### src/rtl/dvmseq_defs.svh
// constants for the voltmeter digitizing sequencer: offsets of fields, reset values, timing counts
// assumes inclusion by bare name from the top module
`ifndef DVMSEQ_DEFS_SVH
`define DVMSEQ_DEFS_SVH

`define DVMSEQ_CLK_HZ        20000000
`define DVMSEQ_PERIOD_US     3000
`define DVMSEQ_MTICK_CYC     (((`DVMSEQ_CLK_HZ / 1000000) * `DVMSEQ_PERIOD_US) / 4)
`define DVMSEQ_SETTLE_NF_MS  10
`define DVMSEQ_SETTLE_F_MS   230
`define DVMSEQ_SETTLE_NF_CYC ((`DVMSEQ_CLK_HZ / 1000) * `DVMSEQ_SETTLE_NF_MS)
`define DVMSEQ_SETTLE_F_CYC  ((`DVMSEQ_CLK_HZ / 1000) * `DVMSEQ_SETTLE_F_MS)

`define DVMSEQ_PER_A         0
`define DVMSEQ_PER_E         4
`define DVMSEQ_SEQ_ZERO      5'h00
`define DVMSEQ_SEQ_A         5'h01

`define DVMSEQ_CNT_NINE      4'h9
`define DVMSEQ_CNT_TEN       4'ha
`define DVMSEQ_CNT_ELEVEN    4'hb
`define DVMSEQ_CNT_MAX       4'hc
`define DVMSEQ_CNT_ZERO      4'h0

`define DVMSEQ_RANGE_RST     2'h0
`define DVMSEQ_RANGE_TOP     2'h3
`define DVMSEQ_DIGIT_OFF     10'h3ff

`endif

### src/rtl/dvmseq_pkg.sv
// types shared by the digitizing sequencer
// assumes the constants header sits beside it
package dvmseq_pkg;
  typedef enum logic [1:0] {
    CYC_STORE = 2'h0,
    CYC_MEAS  = 2'h1
  } dvmseq_cyc_t;

  typedef struct packed {
    logic [9:0] digit_sel_n;
    logic [4:0] anode_en;
    logic       over_digit;
  } dvmseq_readout_t;
endpackage

### src/rtl/dvmseq_top.sv
// digitizing sequencer of a five-digit voltmeter: timing, pulse counter, catchers, ranging, readout
// assumes oscillator pulses and panel inputs are one-cycle or level signals synchronous to clk_sys_i
// Notes on behaviour
// six periods zero, a to e, one-hot
// measure storage pulse returns sequencer to zero
// four-bit counter weighted 8421, counts to twelve
// timing pulse clears counter each period
// count nine stops oscillator outside period a
// conditional eleven halts counter in period a
// twelve in a: overrange lamp on, up-range only in measure cycles
// oscillator inhibited throughout f phase
// no new cycle before present one completes
// front-panel range switches beat auto ranging
// range register 00,01,10,11 for 1..1000
// one of four range lines per range
// w and x set asks up-range in a
// all bits zero asks down-range in a
// settle 10 ms plain, 230 ms filtered
// anode on in second half, matching period
// bcd to active-low one-of-ten digit select
// overrange digit lit when a count reaches ten
// master tick, toggle stage, jk f phase, h pulse
// measure only if requested before a, else store
// one step per h pulse, zero after reset
`timescale 1ns/100ps
`include "dvmseq_defs.svh"

module dvmseq_top #(
  parameter int MTICK_CYC     = `DVMSEQ_MTICK_CYC,
  parameter int SETTLE_NF_CYC = `DVMSEQ_SETTLE_NF_CYC,
  parameter int SETTLE_F_CYC  = `DVMSEQ_SETTLE_F_CYC
) (
  input  wire logic                    clk_sys_i,
  input  wire logic                    srst_i,
  input  wire logic                    osc_pulse_i,
  input  wire logic                    measure_req_i,
  input  wire logic                    auto_range_i,
  input  wire logic                    manual_sel_i,
  input  wire logic [1:0]              manual_range_i,
  input  wire logic                    filter_sel_i,
  output logic                         h_pulse_o,
  output logic                         f_phase_o,
  output logic [4:0]                   period_o,
  output logic                         meas_store_o,
  output logic                         meas_start_o,
  output logic                         meas_cycle_o,
  output logic                         pulse_oscillator_run_o,
  output logic [3:0]                   count_o,
  output logic                         range_up_req_o,
  output logic                         range_decrease_req_o,
  output logic                         range_reg_hi_o,
  output logic                         range_reg_lo_o,
  output logic [3:0]                   range_line_o,
  output logic                         settle_busy_o,
  output logic                         over_lamp_o,
  output dvmseq_pkg::dvmseq_readout_t  readout_o
);
  import dvmseq_pkg::*;

  function automatic logic [3:0] line_of(input logic [1:0] code);
    line_of = 4'h1 << code;
  endfunction

  function automatic logic [9:0] digit_of(input logic [3:0] cnt);
    logic [3:0] d;
    d = (cnt >= `DVMSEQ_CNT_TEN) ? 4'(cnt - `DVMSEQ_CNT_TEN) : cnt;
    digit_of = ~(10'h001 << d);
  endfunction

  logic [23:0]     mtick_cnt_reg;
  logic            tog_reg;
  logic            f_reg;
  logic [4:0]      seq_reg;
  dvmseq_cyc_t     cyc_reg;
  logic            pend_reg;
  logic            start_reg;
  logic            store_reg;
  logic [3:0]      cnt_reg;
  logic [1:0]      range_reg;
  logic [1:0]      range_next;
  logic [23:0]     settle_reg;
  logic            up_reg;
  logic            decr_reg;
  logic            lamp_reg;
  dvmseq_readout_t ro_reg;
  logic            mtick;
  logic            f_rise;
  logic            h_tick;
  logic            in_a;
  logic            osc_run;
  logic            nine_stop;
  logic            halt11;
  logic            enter_a;
  logic            go_meas;
  logic            up_cond;
  logic            decr_cond;

  // master clock divider, toggle stage and jk f phase
  assign mtick  = (mtick_cnt_reg == 24'(MTICK_CYC - 1));
  assign f_rise = mtick & ~tog_reg & ~f_reg;
  assign h_tick = mtick & ~tog_reg & f_reg;

  always_ff @(posedge clk_sys_i) begin
    if (srst_i || mtick) begin
      mtick_cnt_reg <= 24'h000000;
    end else begin
      mtick_cnt_reg <= mtick_cnt_reg + 24'h000001;
    end
  end

  always_ff @(posedge clk_sys_i) begin
    if (srst_i) begin
      tog_reg <= 1'b0;
      f_reg   <= 1'b0;
    end else if (mtick) begin
      tog_reg <= ~tog_reg;
      if (!tog_reg) begin
        f_reg <= ~f_reg;
      end
    end
  end

  // six period sequencer
  assign in_a    = seq_reg[`DVMSEQ_PER_A];
  assign enter_a = h_tick & (seq_reg == `DVMSEQ_SEQ_ZERO);

  always_ff @(posedge clk_sys_i) begin
    if (srst_i) begin
      seq_reg <= `DVMSEQ_SEQ_ZERO;
    end else if (h_tick) begin
      if (seq_reg[`DVMSEQ_PER_E]) begin
        seq_reg <= `DVMSEQ_SEQ_ZERO;
      end else if (seq_reg == `DVMSEQ_SEQ_ZERO) begin
        seq_reg <= `DVMSEQ_SEQ_A;
      end else begin
        seq_reg <= {seq_reg[3:0], 1'b0};
      end
    end
  end

  // cycle control: requests held until an a entry with settling done
  assign go_meas = pend_reg & (settle_reg == 24'h000000);

  always_ff @(posedge clk_sys_i) begin
    if (srst_i) begin
      pend_reg <= 1'b0;
    end else if (measure_req_i) begin
      pend_reg <= 1'b1;
    end else if (enter_a && go_meas) begin
      pend_reg <= 1'b0;
    end
  end

  always_ff @(posedge clk_sys_i) begin
    if (srst_i) begin
      cyc_reg   <= CYC_STORE;
      start_reg <= 1'b0;
      store_reg <= 1'b0;
    end else begin
      start_reg <= enter_a & go_meas;
      store_reg <= h_tick & seq_reg[`DVMSEQ_PER_E];
      if (enter_a) begin
        case (cyc_reg)
          CYC_STORE: cyc_reg <= go_meas ? CYC_MEAS : CYC_STORE;
          CYC_MEAS:  cyc_reg <= go_meas ? CYC_MEAS : CYC_STORE;
          default:   cyc_reg <= CYC_STORE;
        endcase
      end
    end
  end

  // oscillator gating and pulse counter with catchers
  assign nine_stop = ~in_a & (cnt_reg == `DVMSEQ_CNT_NINE);
  assign halt11    = in_a & ~auto_range_i & (cnt_reg == `DVMSEQ_CNT_ELEVEN);
  assign osc_run   = ~f_reg & (|seq_reg) & ~nine_stop & ~halt11 & (cnt_reg != `DVMSEQ_CNT_MAX);

  always_ff @(posedge clk_sys_i) begin
    if (srst_i || h_tick) begin
      cnt_reg <= `DVMSEQ_CNT_ZERO;
    end else if (osc_pulse_i && osc_run) begin
      cnt_reg <= cnt_reg + 4'h1;
    end
  end

  // ranging, manual first, auto judged at end of a counting half
  assign up_cond = auto_range_i & (cyc_reg == CYC_MEAS) & in_a & cnt_reg[3] & cnt_reg[2];
  assign decr_cond = auto_range_i & (cyc_reg == CYC_MEAS) & in_a & (cnt_reg == `DVMSEQ_CNT_ZERO);

  always_comb begin
    range_next = range_reg;
    if (manual_sel_i) begin
      range_next = manual_range_i;
    end else if (f_rise && up_cond && range_reg != `DVMSEQ_RANGE_TOP) begin
      range_next = range_reg + 2'h1;
    end else if (f_rise && decr_cond && range_reg != `DVMSEQ_RANGE_RST) begin
      range_next = range_reg - 2'h1;
    end
  end

  always_ff @(posedge clk_sys_i) begin
    if (srst_i) begin
      range_reg <= `DVMSEQ_RANGE_RST;
      up_reg    <= 1'b0;
      decr_reg  <= 1'b0;
    end else begin
      range_reg <= range_next;
      up_reg    <= f_rise & up_cond;
      decr_reg  <= f_rise & decr_cond;
    end
  end

  always_ff @(posedge clk_sys_i) begin
    if (srst_i) begin
      settle_reg <= 24'h000000;
    end else if (range_next != range_reg) begin
      settle_reg <= filter_sel_i ? 24'(SETTLE_F_CYC) : 24'(SETTLE_NF_CYC);
    end else if (settle_reg != 24'h000000) begin
      settle_reg <= settle_reg - 24'h000001;
    end
  end

  always_ff @(posedge clk_sys_i) begin
    if (srst_i) begin
      lamp_reg <= 1'b0;
    end else if (in_a && cnt_reg == `DVMSEQ_CNT_MAX) begin
      lamp_reg <= 1'b1;
    end else if (start_reg) begin
      lamp_reg <= 1'b0;
    end
  end

  // readout decoder and anode strobing
  always_ff @(posedge clk_sys_i) begin
    if (srst_i) begin
      ro_reg.digit_sel_n <= `DVMSEQ_DIGIT_OFF;
      ro_reg.anode_en    <= 5'h00;
      ro_reg.over_digit  <= 1'b0;
    end else begin
      ro_reg.digit_sel_n <= digit_of(cnt_reg);
      ro_reg.anode_en    <= seq_reg & {5{f_reg}};
      ro_reg.over_digit  <= f_reg & in_a & (cnt_reg >= `DVMSEQ_CNT_TEN);
    end
  end

  assign h_pulse_o              = h_tick;
  assign f_phase_o              = f_reg;
  assign period_o               = seq_reg;
  assign meas_store_o           = store_reg;
  assign meas_start_o           = start_reg;
  assign meas_cycle_o           = (cyc_reg == CYC_MEAS);
  assign pulse_oscillator_run_o = osc_run;
  assign count_o                = cnt_reg;
  assign range_up_req_o         = up_reg;
  assign range_decrease_req_o   = decr_reg;
  assign range_reg_hi_o         = range_reg[1];
  assign range_reg_lo_o         = range_reg[0];
  assign range_line_o           = line_of(range_reg);
  assign settle_busy_o          = (settle_reg != 24'h000000);
  assign over_lamp_o            = lamp_reg;
  assign readout_o              = ro_reg;
endmodule

### config.mk
export PLATFORM = sky130hd
export DESIGN_NAME = dvmseq_top
export DESIGN_NICKNAME = d
export VERILOG_FILES = /design/src/rtl/dvmseq_pkg.sv /design/src/rtl/dvmseq_top.sv
export VERILOG_INCLUDE_DIRS = /design/src /design/src/rtl
export SDC_FILE = /design/constraint.sdc
export NUM_CORES = 1
export LEC_CHECK = 0
export CAP_MARGIN = 20
export CORE_MARGIN = 1.5
export CORE_UTILIZATION = 40
export CTS_CLUSTER_SIZE = 20
export DETAILED_ROUTE_END_ITERATION = 16
export DONT_BUFFER_PORTS = 1
export PLACE_DENSITY_LB_ADDON = 0.1
export SLEW_MARGIN = 0
export SYNTH_ARGS = -nofsm -noshare
export SYNTH_HDL_FRONTEND = slang
export SYNTH_SLANG_ARGS = --single-unit
### constraint.sdc
create_clock -name clk_sys_i -period 2.05 [get_ports clk_sys_i]
set_input_delay 0.205 -clock clk_sys_i [delete_from_list [all_inputs] [get_ports clk_sys_i]]
set_output_delay 0.205 -clock clk_sys_i [all_outputs]
set_load 0.01 [all_outputs]
==> out/metrics.cfg, run 1 <==
[route]
dr.pass1.iters = 4
drc = 0
drt_iter0_drc = 81
wire_per_inst_um = 14.47
vias_per_cell = 5.158
ant_nets = 0
wirelength_um = 8957
num_vias = 3193

[final_layout]
instances_no_fill = 619
fin_area_um2 = 4831
layout_common_cells = dfxtp_1 (74), nor2_1 (58), buf_4 (53)
final_common_cell = dfxtp_1
insertedDiodeCount = 0
fillers = 898
drive_gt1_share_pct = 25.10
final_nets = 506
area_delta_synth_final_pct = 24.19

[timing]
setup_viol = 0
holdWs_ns = 0.01015
tightest_slew_ns = 0.9270
rsz0062_at_grt = true
fin_tns_setup_ns = 0
fmax_mhz = 493.8
slew_headroom_pct = 38.00
fin_crit_ns = 2.025
fin_crit_sh_pct = 98.78
slew_viol_final = 0
finalHoldViolCount = 0
skew_ns = 0.007887

[logic_synthesis]
ys_types = 60
syn_avg_cell_area_um2 = 9.153
synth_ff_type = dfxtp_1
ys_warn_count = 0
synth_fp_nets = 446
synth_edf_count = 0
syn_inst = 425
ys_ff_latch = 84
ys_async_sr_fraction_pct = 0
synth-seq-area-share_pct = 43.23
syn-cell-area_um2 = 3890

[setup_path]
rr_worst_depth = 7
r2r-end = settle_reg[15]
r2r_slack_ns = 0.04
cp-end-kind = output pin
critical_path.startpoint_type = register
cp.arrival_ns = 1.82
crit_type = reg -> out
required_ns = 1.85
r2r_start = settle_reg[1]
crit_fanout = 8
startpoint = count_o[1]

[place]
place.detailed.hpwl_um = 6272
gp_congestion = 0.7939
dp_cells = 587
portBuffers = 0
placed_cell_area_um2 = 4357

[grt]
grt_pass1_wl_um = 14950
grt_use_met2_pct = 28.46
antenna_found_initial = 0
met1_usage_pct = 25.57
grt_start_max_net_pins = 24
gr-total-overflow = 0
first_global_vias = 3150
track_usage_pct = 18.19
top_usage_layer = met2
grt_use_met3_pct = 3.106

[cts]
cts-root-buf = clkbuf_8
clk_pin_slew_worst_paths_ns = 0.09
numCtsBuffers = 9
cts_tree = built
clock-sinks = 84
clockBufferDepth = 2
htreeDepth = 3
insertion_delay_ns = 0.35

[min_path]
hold_depth = 2
hold_path.class = in -> reg
whs_endpoint = readout_o[9]
hold_start = srst_i

[die]
fp.dieH_um = 101.6
die-width_um = 101.6
dieArea_um2 = 10330
initial_utilization_pct = 41.70
rows = 35
ioPinCount = 50
core_area_um2 = 9328

[power_and_ir_drop]
power_frac_clock_pct = 28.9
power_density_nw_per_um2 = 798.7
seq_power_share_pct = 47.5
vdd_drop_max_v = 0.0004401
power.total_mw = 3.858
power_frac_comb_pct = 23.7
p_int_mw = 2.671
p_leak_nw = 1.901
netSwitchingPower_mw = 1.187
swShare_pct = 30.76

[status]
status = finished clean

[run]
maxCapViolations = 0

[cell type report]
| cell class | count | area (um^2) | area share, % |
|---|---|---|---|
| clock buffers | 10 | 137.6 | 2.849 |
| clock inverters | 6 | 47.55 | 0.9842 |
| inverters | 16 | 67.56 | 1.399 |
| multi-input cells | 312 | 2215 | 45.84 |
| flip-flops and latches | 84 | 1699 | 35.17 |
| well taps | 129 | 161.4 | 3.341 |
| repair buffers | 62 | 503.0 | 10.41 |
[metrics by stage]
stage / setup WS (ns) / utilization [%]
floorplan: 0.01251 / -
global placement: 0.04021 / 46.71
detailed placement: -0.01590 / 46.71
CTS: -0.02169 / 50.07
global route: -0.05401 / 51.79
finish: 0.02501 / 51.79
[how the worst max path moves through the flow]
stage                                   endpoint  depth (start not counted)
final                     pulse_oscillator_run_o                          8
after global routing      pulse_oscillator_run_o                          8
after CTS                 pulse_oscillator_run_o                          8
after detailed placement          settle_reg[12]                          5
after global placement            settle_reg[13]                          6
after floorplan                   settle_reg[15]                          7
[cells in the mapped netlist, drive strengths merged, types with 6 or more instances]
| cell | n | area [um^2] |
|---|---|---|
| nor4 | 9 | 68.81 |
| nor3 | 19 | 95.09 |
| and3 | 10 | 67.56 |
| clkbuf | 8 | 50.05 |
| and4 | 6 | 52.55 |
| nand4 | 9 | 56.30 |
| o21ai | 11 | 55.05 |
| nor2 | 59 | 224.0 |
| or3 | 10 | 68.82 |
| ha | 12 | 150.1 |
| nand2 | 27 | 101.4 |
| dfxtp | 84 | 1682 |
| xnor2 | 25 | 219.0 |
| a21oi | 7 | 35.03 |
| a31oi | 6 | 37.54 |
| nand3 | 16 | 80.08 |
| xor2 | 19 | 166.4 |
| or4 | 6 | 50.05 |
| inv | 16 | 60.05 |
[cell families (layout without fill, tap and decap cells)]
group / after synthesis / in the layout / synth area share, %
buf+inv: 29 / 94 / 3.795
fa+ha+maj: 12 / 12 / 3.860
mux: 5 / 5 / 1.287
compound gates: 50 / 50 / 9.456
simple gates: 201 / 201 / 28.47
xor+xnor: 44 / 44 / 9.907
flops: 84 / 84 / 43.23
[worst max-delay path, stage by stage, from the launching register on]
cell and delay, ns:
dfxtp_2 0.34, buf_6 0.14, ha_4 0.16, and3b_1 0.15, o311ai_1 0.22, buf_4 0.16
inv_2 0.03, nor3_2 0.14, buf_4 0.14
[power by group through the flow]
stage	combinational (mW)	sequential, mW	clock (mW)
final	0.913	1.83	1.11
after global routing	1.02	1.85	1.23
after floorplan	0.622	1.84	0
after detailed placement	0.850	1.85	0
after CTS	0.877	1.82	1.16
after global placement	0.846	1.85	0
[layer usage]
layer	vias up	wire, um
met5	-	0
met3	7	329
met1	1506	4436
li1	1638	-
met4	0	82
met2	42	4107
[timing repair]
action	CTS	global route
pin swaps	4	12
resized for setup	14	27
endpoints found under the hold margin	23	0
buffers inserted	3	9
cloned	1	0
endpoints found under the setup margin	9	16
hold buffers	4	0
Power figures use the tool's default switching activity.
==> run 2, diff against run 1 <==
Settings changed: CORE_UTILIZATION 40 to 38.
==> run 2 against run 1 <==
Net effect:
- first-iteration DRC count fell by 23%
- maximum frequency grew 1.1%
- die area rose by 5.1%
- worst setup slack gained 0.022 ns
- largest power group unchanged
- count of clock-buffer cells in the layout is 1 higher
- non-clock buffer count is 4 higher
- routed wire length grew 3.1%
- utilization down 1.9 points
- register-to-register slack improved by 0.04 ns
- highest routed layer unchanged
==> out/metrics.cfg, run 2 (synthesis gave the netlist of run 1 again) <==
[status]
status = finished clean

[grt]
gr-total-overflow = 0  ; unchanged
antenna_found_initial = 0  ; unchanged
track_usage_pct = 17.60  ; -0.59 points
grt_start_max_net_pins = 25  ; +4.2%
grt_pass1_wl_um = 15540  ; +4.0%
first_global_vias = 3103  ; -1.5%

[setup_path]
worstPathCellList = nor4_4 > nand4_1 > buf_4 > nor4_4 > buf_6
worstSetupEndpoint = h_pulse_o
cp_slowest_cell = dfxtp_2
r2r_slack_ns = 0.08  ; +0.04 ns
required_ns = 1.85  ; about the same
crit_type = reg -> out
critPathMostFrequentCell = nor4_4
cp.depth = 5  ; -3
cpPeakStageDelay_ns = 0.36  ; +0.02 ns
crit_fanout = 8  ; unchanged
cp-end-kind = output pin
rr_worst_depth = 7  ; unchanged
r2r-end = range_reg[1]
startpoint = mtick_cnt_reg[20]
critical_path.startpoint_type = register
cp.arrival_ns = 1.80  ; -0.02 ns
r2r_start = mtick_cnt_reg[20]
crit_buf_inv = 2  ; -2
crit_family = simple AND/OR/NAND/NOR gates

[cts]
cts-root-buf = clkbuf_8
clockBufferDepth = 2  ; unchanged
cts_tree = built
clock-sinks = 84  ; unchanged
numCtsBuffers = 9  ; unchanged
insertion_delay_ns = 0.35  ; about the same
clk_pin_slew_worst_paths_ns = 0.09  ; about the same
htreeDepth = 3  ; unchanged

[route]
num_vias = 3192  ; -0.031%
dr.pass1.iters = 4  ; unchanged
wirelength_um = 9234  ; +3.1%
ant_nets = 0  ; unchanged
wire_per_inst_um = 14.73  ; +1.8%
vias_per_cell = 5.091  ; -1.3%
drt_iter0_drc = 62  ; -23%
drc = 0  ; unchanged

[min_path]
hold_path.class = in -> reg
hold_start = manual_range_i[0]
hold_depth = 2  ; unchanged

[timing]
fin_crit_ns = 2.003  ; -0.02218 ns
fmax_mhz = 499.3  ; +1.1%
rsz0062_at_grt = true
skew_ns = 0.01797  ; +0.01008 ns
finalHoldViolCount = 0  ; unchanged
tightest_slew_ns = 1.022  ; +0.09454 ns
slew_viol_final = 0  ; unchanged
holdWs_ns = 0.01995  ; +0.009802 ns
setup_viol = 0  ; unchanged
fin_crit_sh_pct = 97.70  ; -1.1 points
slew_headroom_pct = 31.67  ; -6.3 points

[power_and_ir_drop]
swShare_pct = 29.85  ; -0.92 points
p_leak_nw = 1.959  ; +3.1%
power.total_mw = 4.017  ; +4.1%
p_int_mw = 2.818  ; +5.5%
power_frac_clock_pct = 30.2  ; +1.3 points
power_frac_comb_pct = 24.2  ; +0.5 points
vdd_drop_max_v = 0.0004456  ; +1.3%
power_density_nw_per_um2 = 816.9  ; +2.3%
seq_power_share_pct = 45.6  ; -1.9 points
netSwitchingPower_mw = 1.199  ; +1.0%

[die]
ioPinCount = 50  ; unchanged
initial_utilization_pct = 39.43  ; -2.3 points
core_area_um2 = 9864  ; +5.8%
dieArea_um2 = 10850  ; +5.1%
die-width_um = 104.2  ; +2.5%
fp.dieH_um = 104.2  ; +2.5%
rows = 36  ; +2.9%

[final_layout]
insertedDiodeCount = 0  ; unchanged
drive_gt1_share_pct = 26.32  ; +1.2 points
layout_common_cells = dfxtp_1 (72), nor2_1 (58), buf_4 (57)
final_nets = 510  ; +0.79%
final_common_cell = dfxtp_1
area_delta_synth_final_pct = 26.41
fin_area_um2 = 4917  ; +1.8%
fillers = 924  ; +2.9%

[place]
portBuffers = 0  ; unchanged
place.detailed.hpwl_um = 6423  ; +2.4%
placed_cell_area_um2 = 4392  ; +0.80%
gp_congestion = 0.7773  ; -2.1%

[run]
maxCapViolations = 0  ; unchanged

[run 2: cell types whose count changed in the layout (fill, tap and decap cells not counted), sizes merged]
cell,previous run,this run
buf,57,61
bufinv,0,1
clkbuf,10,11
clkinv,4,1
clkinvlp,1,2
[run 2: power by group through the flow]
stage / sequential [mW] / combinational (mW) / clock [mW]
2_1_floorplan: 1.84 / 0.622 / 0
3_3_place_gp: 1.86 / 0.867 / 0
3_5_place_dp: 1.86 / 0.869 / 0
4_1_cts: 1.82 / 0.901 / 1.25
5_1_grt: 1.85 / 1.08 / 1.31
6_report: 1.83 / 0.972 / 1.21
[run 2: how the worst min path moves through the flow]
stage	slack (ns)	to
finish	0.02	range_reg[0]
floorplan	0.29	range_reg[1]
detailed placement	0.28	range_reg[0]
CTS	0.004	range_reg[0]
global placement	0.28	range_reg[0]
global route	0.004	settle_reg[12]
[run 2: area by class of cell]
class                      instances  area (um^2)  share of cell area (%)
clock inverter                     5        58.81                   1.196
inverter                          16        65.06                   1.323
timing repair buffer              66        533.0                   10.84
multi-input combinational        312         2253                   45.83
sequential                        84         1699                   34.55
clock buffer                      11        141.4                   2.875
tap                              133        166.4                   3.384
[run 2: what timing repair did]
action	in CTS	in global routing
hold buffers	4	0
gates cloned	1	0
pin swaps	4	8
setup endpoints to repair	10	31
gates resized for setup	9	39
buffers inserted	6	5
endpoints found under the hold margin	26	0
[run 2: routing by layer]
metal	global-route usage, %	vias up	share of wire (%)
li1	-	1645	-
met2	28.05	42	46
met4	4.266	0	0.62
met1	24.03	1499	50
met5	0	-	0
met3	4.198	6	3.6
[run 2: stage by stage]
stage | setup slack (ns) | std cells | TNS (ns) | utilization [%]
6_report | 0.04719 | 627 | 0 | 49.85
5_1_grt | -0.05614 | 627 | -0.2500 | 49.85
3_3_place_gp | 0.04705 | 595 | 0 | 44.52
2_1_floorplan | 0.01251 | 425 | 0 | -
3_5_place_dp | -0.01510 | 595 | -0.01510 | 44.52
4_1_cts | -0.005199 | 622 | -0.005199 | 47.84
[run 2: worst reg2reg max path, delay by kind of cell, from the launching register on]
family	cells	cell delay (ns)
AND/OR/NAND/NOR	3	0.85
flip-flops	1	0.36
buffers and inverters	2	0.34
AO/OA/AOI/OAI	2	0.26
==> run 3, diff against run 2 <==
Settings changed: PLACE_DENSITY_LB_ADDON 0.1 to 0.05, SKIP_LAST_GASP from default to 1.
==> run 3 against run 2 <==
Net effect:
- utilization up 0.23 points
- worst setup slack lost 0.035 ns
- die area unchanged
- largest power group unchanged
==> out/metrics.cfg, run 3 (synthesis gave the netlist of run 1 again) <==
[setup_path]
cpPeakStageDelay_ns = 0.33  ; -0.03 ns
critical_path.startpoint_type = register
crit_type = reg -> out
r2r-end = settle_reg[17]
rr_worst_depth = 8  ; +1
r2r_slack_ns = 0.04  ; -0.04 ns
required_ns = 1.85  ; about the same
r2r_start = settle_reg[0]
cp_slowest_cell = dfxtp_2
cp-end-kind = output pin
worstPathCellList = buf_6 > ha_4 > and3b_1 > o311ai_2 > inv_1 > nor3_2 > buf_4
cp.arrival_ns = 1.83  ; +0.03 ns
crit_fanout = 8  ; unchanged

[grt]
gr-total-overflow = 0  ; unchanged
track_usage_pct = 17.77  ; +0.17 points
grt_start_max_net_pins = 25  ; unchanged
first_global_vias = 3043  ; -1.9%
grt_pass1_wl_um = 15420  ; -0.75%
antenna_found_initial = 0  ; unchanged
grt_use_met2_pct = 26.96  ; -1.1 points
met1_usage_pct = 25.04  ; +1.0 points
grt_use_met3_pct = 3.885  ; -0.31 points
top_usage_layer = met2

[power_and_ir_drop]
swShare_pct = 29.33  ; -0.51 points
vdd_drop_max_v = 0.0004378  ; -1.8%
power_density_nw_per_um2 = 809.9  ; -0.86%
power_frac_clock_pct = 30.5  ; +0.3 points
p_leak_nw = 1.976  ; +0.84%
p_int_mw = 2.827  ; +0.32%
netSwitchingPower_mw = 1.173  ; -2.1%
power_frac_comb_pct = 23.9  ; -0.3 points
seq_power_share_pct = 45.7  ; about the same

[cts]
cts-root-buf = clkbuf_8
clk_pin_slew_worst_paths_ns = 0.09  ; about the same
clock-sinks = 84  ; unchanged
numCtsBuffers = 9  ; unchanged
cts_tree = built
insertion_delay_ns = 0.35  ; about the same
clockBufferDepth = 2  ; unchanged
htreeDepth = 3  ; unchanged

[place]
place.detailed.hpwl_um = 6457  ; +0.52%
gp_congestion = 0.7797  ; +0.31%
portBuffers = 0  ; unchanged

[status]
status = finished clean

[final_layout]
layout_common_cells = dfxtp_1 (74), buf_4 (60), nor2_1 (58)
area_delta_synth_final_pct = 26.99
final_nets = 516  ; +1.2%
final_common_cell = dfxtp_1
insertedDiodeCount = 0  ; unchanged
fin_util_pct = 50.08  ; +0.23 points
drive_gt1_share_pct = 25.65  ; -0.66 points
fillers = 953  ; +3.1%

[die]
fp.dieH_um = 104.2  ; unchanged
initial_utilization_pct = 39.43  ; unchanged
core_area_um2 = 9864  ; unchanged
rows = 36  ; unchanged
ioPinCount = 50  ; unchanged
dieArea_um2 = 10850  ; unchanged
die-width_um = 104.2  ; unchanged

[timing]
fin_crit_sh_pct = 99.42  ; +1.7 points
rsz0062_at_grt = true
slew_viol_final = 0  ; unchanged
setup_viol = 0  ; unchanged
fin_crit_ns = 2.038  ; +0.03523 ns
finalHoldViolCount = 0  ; unchanged
fmax_mhz = 490.7  ; -1.7%
fin_tns_setup_ns = 0  ; unchanged
holdWs_ns = 0.04400  ; +0.02404 ns
tightest_slew_ns = 1.020  ; -0.001092 ns
slew_headroom_pct = 31.75  ; +0.073 points
skew_ns = 0.01196  ; -0.006006 ns

[route]
wire_per_inst_um = 15.00  ; +1.8%
drc = 0  ; unchanged
wirelength_um = 9477  ; +2.6%
num_vias = 3196  ; +0.13%
drt_iter0_drc = 108  ; +74%
dr.pass1.iters = 4  ; unchanged
ant_nets = 0  ; unchanged
vias_per_cell = 5.057  ; -0.67%

[run]
maxCapViolations = 0  ; unchanged

[min_path]
hold_path.class = in -> reg
hold_depth = 2  ; unchanged
whs_endpoint = range_reg[0]
hold_start = manual_sel_i

==> run 3: cell types whose count changed in the layout (fill, tap and decap cells not counted), moves of 2 or more <==
cell        delta
clkinvlp_4     -2
o21ai_2        -2
dfxtp_2        -2
o21ai_0        +4
nor4b_1        +2
o21ai_1        -2
dfxtp_1        +2
buf_4          +3
==> run 3: repair_timing <==
item / 4_1_cts / 5_1_grt
resized for setup: 9 / 28
setup buffers: 1 / 7
endpoints found under the setup margin: 3 / 30
pin swaps: 4 / 13
gates cloned: 1 / 1
hold buffers: 5 / 0
endpoints found under the hold margin: 26 / 0
==> run 3: routing by layer <==
metal  up-vias  routed length (um)
met5         -                   0
met3         9                 247
met1      1503                4860
li1       1647                   -
met4         0                 101
met2        37                4269
==> run 3: how the worst max path moves through the flow <==
stage	start	end	slack [ns]
global route	count_o[1]	pulse_oscillator_run_o	-0.07
floorplan	mtick_cnt_reg[0]	settle_reg[15]	0.01
detailed placement	settle_reg[0]	settle_reg[17]	0.003
finish	count_o[1]	pulse_oscillator_run_o	0.01
global placement	mtick_cnt_reg[17]	settle_reg[12]	-0.01
CTS	count_o[1]	pulse_oscillator_run_o	-0.02
==> run 3: critical path, delay by kind of cell (launching register included) <==
family	cells	cell delay (ns)
buffers and inverters	3	0.37
flip-flops	1	0.33
AND/OR/NAND/NOR	2	0.32
AO/OA/AOI/OAI	1	0.30
adder cells (fa/ha/maj)	1	0.16
==> run 3: layout make-up <==
type / instances / area [um^2] / area share (%)
clock inverters: 4 / 48.80 / 0.9878
clock buffers: 11 / 151.4 / 3.065
well taps: 133 / 166.4 / 3.369
flip-flops and latches: 84 / 1697 / 34.35
inverters: 16 / 65.06 / 1.317
multi-input cells: 313 / 2235 / 45.24
repair buffers: 71 / 576.8 / 11.68
==> run 3: through the flow <==
stage | std cells | power (mW) | setup slack, ns | instance area (um^2)
6_report | 632 | 4.001 | 0.01197 | 4940
5_1_grt | 632 | 4.236 | -0.07266 | 4940
4_1_cts | 625 | 3.991 | -0.02114 | 4760
3_5_place_dp | 603 | 2.730 | 0.002559 | 4452
3_3_place_gp | 603 | 2.727 | -0.009713 | 4452
2_1_floorplan | 425 | 2.464 | 0.01251 | 3925
==> run 3: power by group through the flow <==
stage / registers (mW) / clock network (mW) / logic (mW)
floorplan: 1.84 / 0 / 0.622
global placement: 1.85 / 0 / 0.878
detailed placement: 1.85 / 0 / 0.879
CTS: 1.81 / 1.27 / 0.904
global route: 1.84 / 1.34 / 1.05
finish: 1.83 / 1.22 / 0.955
